$ cat config.mk
export PLATFORM = sky130hd
export DESIGN_NAME = ocp_compare
export DESIGN_NICKNAME = d
export VERILOG_FILES = /design/src/design/ocp_pkg.sv /design/src/design/ocp_compare.sv /design/src/design/ocp_sync.sv
export VERILOG_INCLUDE_DIRS = /design/src /design/src/design
export SDC_FILE = /design/constraint.sdc
export NUM_CORES = 1
export LEC_CHECK = 0
export ABC_CLOCK_PERIOD_IN_PS = 4600
export BUFFER_PORTS_ARGS = -buffer_cell sky130_fd_sc_hd__buf_2
export CORE_ASPECT_RATIO = 0.8
export CORE_MARGIN = 5
export CORE_UTILIZATION = 55
export DETAILED_ROUTE_END_ITERATION = 8
export PLACE_DENSITY = 0.84
export RECOVER_POWER = 100
export SLEW_MARGIN = 20
export SYNTH_ARGS = -nofsm -noshare
export SYNTH_HDL_FRONTEND = slang
export SYNTH_SLANG_ARGS = --single-unit
$ cat constraint.sdc
create_clock -name clock -period 4.6 [get_ports clock]
set_clock_uncertainty 0.1 [all_clocks]
set_input_delay 0.23 -clock clock [delete_from_list [all_inputs] [get_ports clock]]
set_output_delay 0.23 -clock clock [all_outputs]
set_load 0.005 [all_outputs]
$ cat src/design/ocp_regs.svh
`ifndef OCP_REGS_SVH
`define OCP_REGS_SVH

// Register offsets on the plain register port (word addresses)
`define OCP_ADDR_CONTROL 4'h0
`define OCP_ADDR_PRIMARY 4'h1
`define OCP_ADDR_SECONDARY 4'h2
`define OCP_ADDR_STATUS 4'h3

// Control register field positions
`define OCP_BIT_IDLE_HALT 13
`define OCP_BIT_FAULT 4
`define OCP_BIT_TIMEBASE 3
`define OCP_MODE_HI 2
`define OCP_MODE_LO 0

// Writable bits of the control register
`define OCP_CONTROL_WMASK 16'h200F
`define OCP_CONTROL_RESET 16'h0000
`define OCP_COMPARE_RESET 16'h0000

`endif

$ cat src/design/ocp_pkg.sv
package ocp_pkg;

    typedef enum logic [2:0] {
        OCP_OFF = 3'h0,
        OCP_SET_HIGH = 3'h1,
        OCP_SET_LOW = 3'h2,
        OCP_TOGGLE = 3'h3,
        OCP_ONE_PULSE = 3'h4,
        OCP_PULSES = 3'h5,
        OCP_PWM = 3'h6,
        OCP_PWM_FAULT = 3'h7
    } ocp_mode_e;

    typedef enum logic [1:0] {
        OCP_PS_WAIT_RISE = 2'h0,
        OCP_PS_WAIT_FALL = 2'h1,
        OCP_PS_DONE = 2'h2
    } ocp_pulse_e;

endpackage

$ cat src/design/ocp_compare.sv
`timescale 1ns/1ns
// Contract
// - Idle-halt bit set stops channel during idle
// - Fault status set by hardware only, cleared by any control write; code keeps it set if mode 111 runs on with the fault pin low
// - Fault status matters only in mode 111
// - Timebase choice: one third, zero second
// - Mode 000 holds the output low and raises no flag; the pulse sequencer still steps on matches
// - Mode 001 starts low, match forces high
// - Mode 010 starts high, match forces low
// - Mode 011 match toggles the output
// - Mode 100 one pulse, then stays low
// - Mode 101 pulse on every compare cycle
// - Mode 110 PWM ignores fault input
// - Mode 111 PWM watches fault input
// - One fault input shared by both channels
// - Unimplemented control bits read zero
// - Primary match rises, secondary falls, sets flag
// - Secondary copies to duty at period match
// - Duty zero low, above period high
// - Period value N gives N+1 counts
`include "ocp_regs.svh"
module ocp_compare (
    input wire logic clock, // 100 MHz system clock
    input wire logic rst_n, // Asynchronous reset, active low
    input wire logic [3:0] reg_addr, // Register word address
    input wire logic [15:0] reg_wdata, // Register write data
    input wire logic reg_wr, // Write strobe, one cycle
    input wire logic reg_rd, // Read strobe, one cycle
    output logic [15:0] reg_rdata, // Read data, cycle after strobe
    input wire logic cpu_idle, // CPU idle mode level
    input wire logic [15:0] second_timebase, // Count of the second timer
    input wire logic [15:0] third_timebase, // Count of the third timer
    input wire logic [15:0] second_period, // Period value of the second timer
    input wire logic [15:0] third_period, // Period value of the third timer
    input wire logic shared_fault_input_n, // Shared fault pin, active low
    output logic compare_output_pin, // Compare output level
    output logic channel_event_flag // One-cycle channel event pulse
);
    logic [15:0] compare_control;
    logic [15:0] primary_compare_value;
    logic [15:0] secondary_compare_value;
    logic fault_seen_status;
    logic mode_written;
    logic fault_sync;
    logic [15:0] timebase_count;
    logic [15:0] period_value;
    logic [15:0] last_count;
    logic count_valid;
    logic halted;
    logic advanced;
    logic pwm_mode;
    logic match_primary;
    logic match_secondary;
    logic match_period;
    logic period_start;
    ocp_pkg::ocp_mode_e channel_function_field;
    ocp_pkg::ocp_pulse_e pulse_state;
    ocp_pkg::ocp_pulse_e next_pulse_state;
    logic next_pin;
    logic next_flag;

    // Fault pin is asynchronous; resting level is high (no fault)
    ocp_sync #(
        .WIDTH(1),
        .INIT(1'b1)
    ) u_fault_sync (
        .clock(clock),
        .rst_n(rst_n),
        .async_in(shared_fault_input_n),
        .sync_out(fault_sync)
    );

    function automatic logic is_pwm(input ocp_pkg::ocp_mode_e m);
        is_pwm = (m == ocp_pkg::OCP_PWM) || (m == ocp_pkg::OCP_PWM_FAULT);
    endfunction

    assign channel_function_field =
        ocp_pkg::ocp_mode_e'(compare_control[`OCP_MODE_HI:`OCP_MODE_LO]);
    assign pwm_mode = is_pwm(channel_function_field);

    // Time base selection
    always_comb begin
        if (compare_control[`OCP_BIT_TIMEBASE]) begin
            timebase_count = third_timebase;
            period_value = third_period;
        end else begin
            timebase_count = second_timebase;
            period_value = second_period;
        end
    end

    assign halted = compare_control[`OCP_BIT_IDLE_HALT] && cpu_idle;

    // A match counts once per new count value, so a stalled timer does not repeat events
    assign advanced = !halted && (!count_valid || timebase_count != last_count);
    assign match_primary = advanced && (timebase_count == primary_compare_value);
    assign match_secondary = advanced && (timebase_count == secondary_compare_value);
    assign match_period = advanced && (timebase_count == period_value);
    // Count wraps to zero after reaching the period value: N+1 counts
    assign period_start = advanced && (timebase_count == 16'h0000);

    always_ff @(posedge clock or negedge rst_n) begin
        if (!rst_n) begin
            last_count <= 16'h0000;
            count_valid <= 1'b0;
        end else begin
            if (!halted) begin
                last_count <= timebase_count;
            end
            // A fresh mode write restarts the match history
            count_valid <= !mode_written && !halted
                && (channel_function_field != ocp_pkg::OCP_OFF);
        end
    end

    // Control register: only implemented bits are stored
    always_ff @(posedge clock or negedge rst_n) begin
        if (!rst_n) begin
            compare_control <= `OCP_CONTROL_RESET;
            mode_written <= 1'b0;
        end else begin
            mode_written <= 1'b0;
            if (reg_wr && reg_addr == `OCP_ADDR_CONTROL) begin
                compare_control <= reg_wdata & `OCP_CONTROL_WMASK;
                mode_written <= 1'b1;
            end
        end
    end

    // Secondary value writable any time; primary is read-only in PWM modes
    always_ff @(posedge clock or negedge rst_n) begin
        if (!rst_n) begin
            secondary_compare_value <= `OCP_COMPARE_RESET;
        end else if (reg_wr && reg_addr == `OCP_ADDR_SECONDARY) begin
            secondary_compare_value <= reg_wdata;
        end
    end

    always_ff @(posedge clock or negedge rst_n) begin
        if (!rst_n) begin
            primary_compare_value <= `OCP_COMPARE_RESET;
        end else if (pwm_mode && match_period) begin
            primary_compare_value <= secondary_compare_value;
        end else if (!pwm_mode && reg_wr && reg_addr == `OCP_ADDR_PRIMARY) begin
            primary_compare_value <= reg_wdata;
        end
    end

    // Fault latch: only hardware sets it; a control write clears it unless mode 111 runs on with the fault pin low
    always_ff @(posedge clock or negedge rst_n) begin
        if (!rst_n) begin
            fault_seen_status <= 1'b0;
        end else if (channel_function_field == ocp_pkg::OCP_PWM_FAULT
                && !halted && !fault_sync) begin
            fault_seen_status <= 1'b1;
        end else if (mode_written) begin
            fault_seen_status <= 1'b0;
        end
    end

    // Pulse-mode sequencing for single and continuous pulses
    always_comb begin
        next_pulse_state = pulse_state;
        case (pulse_state)
            ocp_pkg::OCP_PS_WAIT_RISE: begin
                if (match_primary) begin
                    next_pulse_state = ocp_pkg::OCP_PS_WAIT_FALL;
                end
            end
            ocp_pkg::OCP_PS_WAIT_FALL: begin
                if (match_secondary) begin
                    if (channel_function_field == ocp_pkg::OCP_PULSES) begin
                        next_pulse_state = ocp_pkg::OCP_PS_WAIT_RISE;
                    end else begin
                        next_pulse_state = ocp_pkg::OCP_PS_DONE;
                    end
                end
            end
            default: begin
                next_pulse_state = ocp_pkg::OCP_PS_DONE;
            end
        endcase
    end

    always_ff @(posedge clock or negedge rst_n) begin
        if (!rst_n) begin
            pulse_state <= ocp_pkg::OCP_PS_WAIT_RISE;
        end else if (mode_written) begin
            pulse_state <= ocp_pkg::OCP_PS_WAIT_RISE;
        end else begin
            pulse_state <= next_pulse_state;
        end
    end

    // Output level and event flag by mode
    always_comb begin
        next_pin = compare_output_pin;
        next_flag = 1'b0;
        case (channel_function_field)
            ocp_pkg::OCP_OFF: begin
                next_pin = 1'b0;
            end
            ocp_pkg::OCP_SET_HIGH: begin
                if (mode_written) begin
                    next_pin = 1'b0;
                end else if (match_primary) begin
                    next_pin = 1'b1;
                    next_flag = 1'b1;
                end
            end
            ocp_pkg::OCP_SET_LOW: begin
                if (mode_written) begin
                    next_pin = 1'b1;
                end else if (match_primary) begin
                    next_pin = 1'b0;
                    next_flag = 1'b1;
                end
            end
            ocp_pkg::OCP_TOGGLE: begin
                if (match_primary) begin
                    next_pin = !compare_output_pin;
                    next_flag = 1'b1;
                end
            end
            ocp_pkg::OCP_ONE_PULSE, ocp_pkg::OCP_PULSES: begin
                if (mode_written) begin
                    next_pin = 1'b0;
                end else if (pulse_state == ocp_pkg::OCP_PS_WAIT_RISE && match_primary) begin
                    next_pin = 1'b1;
                end else if (pulse_state == ocp_pkg::OCP_PS_WAIT_FALL && match_secondary) begin
                    next_pin = 1'b0;
                    next_flag = 1'b1;
                end
            end
            default: begin
                // PWM modes; mode 110 never looks at the fault
                if (channel_function_field == ocp_pkg::OCP_PWM_FAULT
                        && (fault_seen_status || !fault_sync) && !mode_written) begin
                    next_pin = 1'b0;
                    // Idle-halted channel forces the pin but holds the flag until it runs
                    next_flag = !fault_seen_status && !halted;
                end else if (halted) begin
                    next_pin = compare_output_pin;
                end else if (primary_compare_value == 16'h0000) begin
                    next_pin = 1'b0;
                end else if (primary_compare_value > period_value) begin
                    next_pin = 1'b1;
                end else if (timebase_count == primary_compare_value) begin
                    next_pin = 1'b0;
                end else if (period_start) begin
                    next_pin = 1'b1;
                end
                if (match_period && !next_flag) begin
                    next_flag = 1'b0;
                end
            end
        endcase
    end

    always_ff @(posedge clock or negedge rst_n) begin
        if (!rst_n) begin
            compare_output_pin <= 1'b0;
            channel_event_flag <= 1'b0;
        end else begin
            compare_output_pin <= next_pin;
            channel_event_flag <= next_flag;
        end
    end

    // Read port; data stands in the cycle after the strobe only
    always_ff @(posedge clock or negedge rst_n) begin
        if (!rst_n) begin
            reg_rdata <= 16'h0000;
        end else if (!reg_rd) begin
            reg_rdata <= 16'h0000;
        end else if (reg_addr == `OCP_ADDR_CONTROL) begin
            reg_rdata <= {compare_control[15:5], fault_seen_status, compare_control[3:0]};
        end else if (reg_addr == `OCP_ADDR_PRIMARY) begin
            reg_rdata <= primary_compare_value;
        end else if (reg_addr == `OCP_ADDR_SECONDARY) begin
            reg_rdata <= secondary_compare_value;
        end else if (reg_addr == `OCP_ADDR_STATUS) begin
            reg_rdata <= {13'h0000, pulse_state == ocp_pkg::OCP_PS_DONE, halted,
                compare_output_pin};
        end else begin
            reg_rdata <= 16'h0000;
        end
    end

    a_unimpl_bits_zero: assert property (@(posedge clock) disable iff (!rst_n)
        $past(reg_rd) && $past(reg_addr) == `OCP_ADDR_CONTROL
        |-> reg_rdata[15:14] == 2'h0 && reg_rdata[12:5] == 8'h00)
        else $error("reserved control bits read nonzero");

    a_off_pin_low: assert property (@(posedge clock) disable iff (!rst_n)
        channel_function_field == ocp_pkg::OCP_OFF && !mode_written
        |=> !compare_output_pin)
        else $error("disabled channel drove output");

    a_fault_sticky: assert property (@(posedge clock) disable iff (!rst_n)
        fault_seen_status && !mode_written |=> fault_seen_status)
        else $error("fault status cleared without mode write");

    a_fault_only_111: assert property (@(posedge clock) disable iff (!rst_n)
        $rose(fault_seen_status)
        |-> $past(channel_function_field) == ocp_pkg::OCP_PWM_FAULT)
        else $error("fault status set outside mode 111");

    a_fault_forces_low: assert property (@(posedge clock) disable iff (!rst_n)
        fault_seen_status && channel_function_field == ocp_pkg::OCP_PWM_FAULT
        && !mode_written |=> !compare_output_pin)
        else $error("fault did not hold output low");

    a_fault_flag_once: assert property (@(posedge clock) disable iff (!rst_n)
        $rose(fault_seen_status) && !$past(mode_written) |-> channel_event_flag)
        else $error("fault did not raise the event flag");

    a_init_high: assert property (@(posedge clock) disable iff (!rst_n)
        mode_written && channel_function_field == ocp_pkg::OCP_SET_LOW
        |=> compare_output_pin)
        else $error("mode 010 did not start high");

    a_toggle_match: assert property (@(posedge clock) disable iff (!rst_n)
        channel_function_field == ocp_pkg::OCP_TOGGLE && match_primary
        |=> compare_output_pin != $past(compare_output_pin))
        else $error("toggle mode did not invert output");

    a_pulse_fall_flag: assert property (@(posedge clock) disable iff (!rst_n)
        channel_function_field == ocp_pkg::OCP_ONE_PULSE && !mode_written
        && pulse_state == ocp_pkg::OCP_PS_WAIT_FALL && match_secondary
        |=> !compare_output_pin && channel_event_flag ##1 !channel_event_flag)
        else $error("pulse fall or flag wrong");

    a_single_stays_low: assert property (@(posedge clock) disable iff (!rst_n)
        channel_function_field == ocp_pkg::OCP_ONE_PULSE
        && pulse_state == ocp_pkg::OCP_PS_DONE
        && !mode_written |=> !compare_output_pin)
        else $error("single pulse repeated");

    a_duty_latch: assert property (@(posedge clock) disable iff (!rst_n)
        pwm_mode && match_period
        |=> primary_compare_value == $past(secondary_compare_value))
        else $error("duty not latched at period match");

    a_zero_duty_low: assert property (@(posedge clock) disable iff (!rst_n)
        pwm_mode && !halted && primary_compare_value == 16'h0000
        |=> !compare_output_pin)
        else $error("zero duty drove output high");

    a_idle_halt: assert property (@(posedge clock) disable iff (!rst_n)
        halted && channel_function_field == ocp_pkg::OCP_PWM
        |=> $stable(compare_output_pin))
        else $error("channel ran while halted in idle");
endmodule // ocp_compare

$ cat src/design/ocp_sync.sv
`timescale 1ns/1ns
// Two-stage synchroniser for the pin-level inputs
module ocp_sync #(
    parameter int WIDTH = 1,
    parameter logic [WIDTH-1:0] INIT = '0
) (
    input wire logic clock, // System clock
    input wire logic rst_n, // Asynchronous reset, active low
    input wire logic [WIDTH-1:0] async_in, // Level from another domain
    output logic [WIDTH-1:0] sync_out // Level in the clock domain
);
    logic [WIDTH-1:0] stage1;

    always_ff @(posedge clock or negedge rst_n) begin
        if (!rst_n) begin
            stage1 <= INIT;
            sync_out <= INIT;
        end else begin
            stage1 <= async_in;
            sync_out <= stage1;
        end
    end
endmodule // ocp_sync

==> qor.yml <==
power:
  intPower_w: 0.00147
  p_leak_nw: 2.56
  switchingPower_w: 0.000826
  clockPowerShare: 0.234
  powerDensity_nw_per_um2: 411
  p_seq_frac: 0.439
  swShare: 0.359
  peakVddDrop_mv: 0.222
  power_frac_comb: 0.327
synth:
  synth.avg_cell_area_um2: 10.6
  synth-edff-count: 0
  syn_nets: 560
  synth.most_common_cell: "dfrtp_1"
  synthTopCellsByCount: "dfrtp_1 (76), xnor2_1 (50), nor2_1 (38)"
  synth_top_cell_by_area: "dfrtp_1"
  yosys-top-cells-area: "dfrtp_1 (40%), xnor2_1 (9.1%), mux2i_1 (5.4%), mux2_2 (5.2%), ha_1 (4.2%)"
  yosys.area.top_type_share: 0.396
  async_flop_share: 1.00
  yosys_most_used_dff: "dfrtp_1"
  synth-seq-cells: 78
  syn_inst: 454
  ys.warnings.count: 0
  syn_area_um2: 4800
  synth.lib_cells_used.distinct: 54
  yosysSeqAreaShare: 0.407
critical_path:
  critPathKind: "flop to flop"
  cp_top_family: "simple AND/OR/NAND/NOR gates"
  crit_buf_inv: 2
  worst_setup_path_start_kind: "flop"
  cp_max_fo: 34
  max_stage_delay_ns: 0.99
  crit_chain: "mux2i_1 -> clkbuf_1 -> xor2_1 -> nor4_1 -> nand2_1 -> or4_1 -> nor4b_4 -> buf_4 -> a22o_1 -> a21o_2"
  critPathArrivalTime_ns: 4.33
  end_kind: "flop"
  worstPathRequired_ns: 4.80
  slowest_stage: "dfrtp_2"
grt:
  grt_pass1_wl_um: 22200
  grt_use_total: 0.270
  grt_pass1_vias: 4238
  antenna_found_initial: 0
  grt.overflow.total: 0
  grt_max_degree: 79
route:
  drc_errors: 0
  wl_per_cell_um: 20.8
  dr.pass1.iters: 5
  initialDrtViolationCount: 342
  viasPerCell: 6.20
  via_count: 4244
  ant_nets: 0
  routed_wl_um: 14200
placement:
  numPortBuffers: 107
  pre_cts_slack_ns: 0.677
  gp_congestion: 0.997
  dpl.hpwl_um: 10800
die:
  die_area_um2: 10700
  rows: 30
  fp.dieW_um: 114
  ioPinCount: 108
  fp.dieH_um: 93.6
  start_util: 0.566
  core_area_um2: 8480
clock_tree:
  cts.reportedPaths.clkPinSlew_ns: 0.08
  cts_tree: "built"
  clkLatencyLatePin_ns: 0.36
  cts_sinks: 78
  post_cts_resized: 0
  numCtsBuffers: 9
  cts.path.max_buffers: 2
  cts_root_buf: "clkbuf_8"
  h-tree-depth: 3
sta:
  setup_ws_ns: 0.464
  rsz0062_at_grt: "no"
  tns_ns: 0
  tightest_slew_ns: 1.90
  final_hold_viol_count: 0
  timing.final.crit_period_ns: 4.14
  relSlewSlack: -0.267
  max_freq_mhz: 242
  finalCritPeriodShare: 0.899
  drv_slew: 79
  setup_viol_count_final: 0
layout:
  seq_area_um2: 1960
  area_growth_pct: 16.6
  finalNetCount: 673
  fillers: 696
  multiInputGateArea_um2: 2660
  post_route_cells_drive_above_1_share: 0.253
  antennaDiodeCount: 0
outcome:
  status: "complete, but fails checks"
  violations: "capacitance limit, slew limit"
flow_run:
  drv_cap: 1
hold_path:
  worst_hold_path_type: "primary input to flop"
[state kept, by name, summed over array words and instances (netlist names), 2 cells and up]
register / count
secondary_compare_value: 16
reg_rdata: 16
last_count: 16
compare_control: 5
primary_compare_value: 16
pulse_state: 2
[cells by family after synthesis]
| family | after synthesis | share of synthesized area |
|---|---|---|
| simple gates | 114 | 0.126 |
| compound gates | 96 | 0.139 |
| flops | 78 | 0.407 |
| xor+xnor | 64 | 0.117 |
| mux | 56 | 0.134 |
| buf+inv | 30 | 0.0347 |
| fa+ha+maj | 16 | 0.0417 |
[stage by stage]
step	area, µm²	power (W)	hold WS, ns	instances	utilization
after floorplan	4800	0.00151	-0.166	454	-
after global placement	5440	0.00174	0.236	666	0.642
after detailed placement	5440	0.00177	0.237	666	0.642
after CTS	5680	0.00231	0.0176	684	0.669
after global routing	5590	0.00243	0.0171	684	0.659
final	5590	0.00230	0.0241	684	0.659
[worst register-to-register path: stages, from the launching register on]
cell and delay (ns):
dfrtp_2 0.99, mux2i_1 0.29, clkbuf_1 0.42, xor2_1 0.14, nor4_1 0.36, nand2_1 0.08
or4_1 0.57, nor4b_4 0.58, buf_4 0.30, a22o_1 0.15, a21o_2 0.09
[power by group through the flow]
stage,logic [W],clock network [W],registers [W]
global placement,0.000732,0,0.00101
finish,0.000751,0.000538,0.00101
global route,0.000828,0.000575,0.00102
detailed placement,0.000759,0,0.00101
CTS,0.000767,0.000545,0.00100
floorplan,0.000596,0,0.000918
[routing by layer]
| layer | routed length, µm | GRT usage | vias up |
|---|---|---|---|
| met5 | 0 | 0 | - |
| met4 | 391 | 0.101 | 0 |
| met3 | 1850 | 0.0712 | 41 |
| met2 | 6180 | 0.409 | 271 |
| met1 | 5780 | 0.371 | 2048 |
| li1 | - | - | 1884 |
[final timing paths]
path | slack [ns] | to | depth (start not counted) | from
max reg2reg | 0.46 | primary_compare_value[4] | 10 | compare_control[3]
min in group asynchronous | 0.85 | reg_rdata[11] | 2 | rst_n
max | 0.46 | primary_compare_value[4] | 10 | compare_control[3]
max in group asynchronous | 2.30 | compare_control[3] | 2 | rst_n
min | 0.02 | secondary_compare_value[7] | 2 | reg_wdata[7]
min reg2reg | 0.26 | u_fault_sync.sync_out | 0 | u_fault_sync.stage1
[final cells by class]
cell class              instances  share of cell area
clock buffers                  13              0.0302
inverters                      11             0.00738
repair buffers                121               0.105
flip-flops and latches         78               0.350
clock inverters                 3             0.00760
well taps                     112              0.0251
multi-input cells             346               0.476
[cells in the final DEF, fill, tap and decap left out, types with 3 or more instances in the layout]
| master | netlist | layout |
|---|---|---|
| buf_2 | 0 | 91 |
| dfrtp_1 | 76 | 75 |
| xnor2_1 | 50 | 50 |
| nor2_1 | 38 | 38 |
| mux2i_1 | 26 | 30 |
| a21oi_1 | 25 | 25 |
| clkbuf_1 | 12 | 25 |
| mux2_2 | 22 | 22 |
| nor4_1 | 18 | 18 |
| ha_1 | 16 | 16 |
| a22o_1 | 15 | 15 |
| xor2_1 | 14 | 14 |
| nand2_1 | 13 | 13 |
| nand4_1 | 13 | 13 |
| a21o_1 | 12 | 12 |
| a22oi_1 | 12 | 12 |
| clkbuf_8 | 0 | 12 |
| inv_1 | 11 | 11 |
| o21ai_0 | 9 | 9 |
| nor2b_1 | 8 | 8 |
| nor3_1 | 6 | 6 |
| nand3_1 | 6 | 6 |
| a21o_2 | 5 | 5 |
| o22ai_1 | 3 | 3 |
| mux4_2 | 3 | 3 |
[what timing repair did]
| item | in CTS | in global routing |
|---|---|---|
| endpoints found under the setup margin | 0 | 0 |
| endpoints found under the hold margin | 77 | 0 |
| buffers inserted | 0 | 0 |
| hold buffers | 2 | 0 |
(Power assumes the default switching activity.)
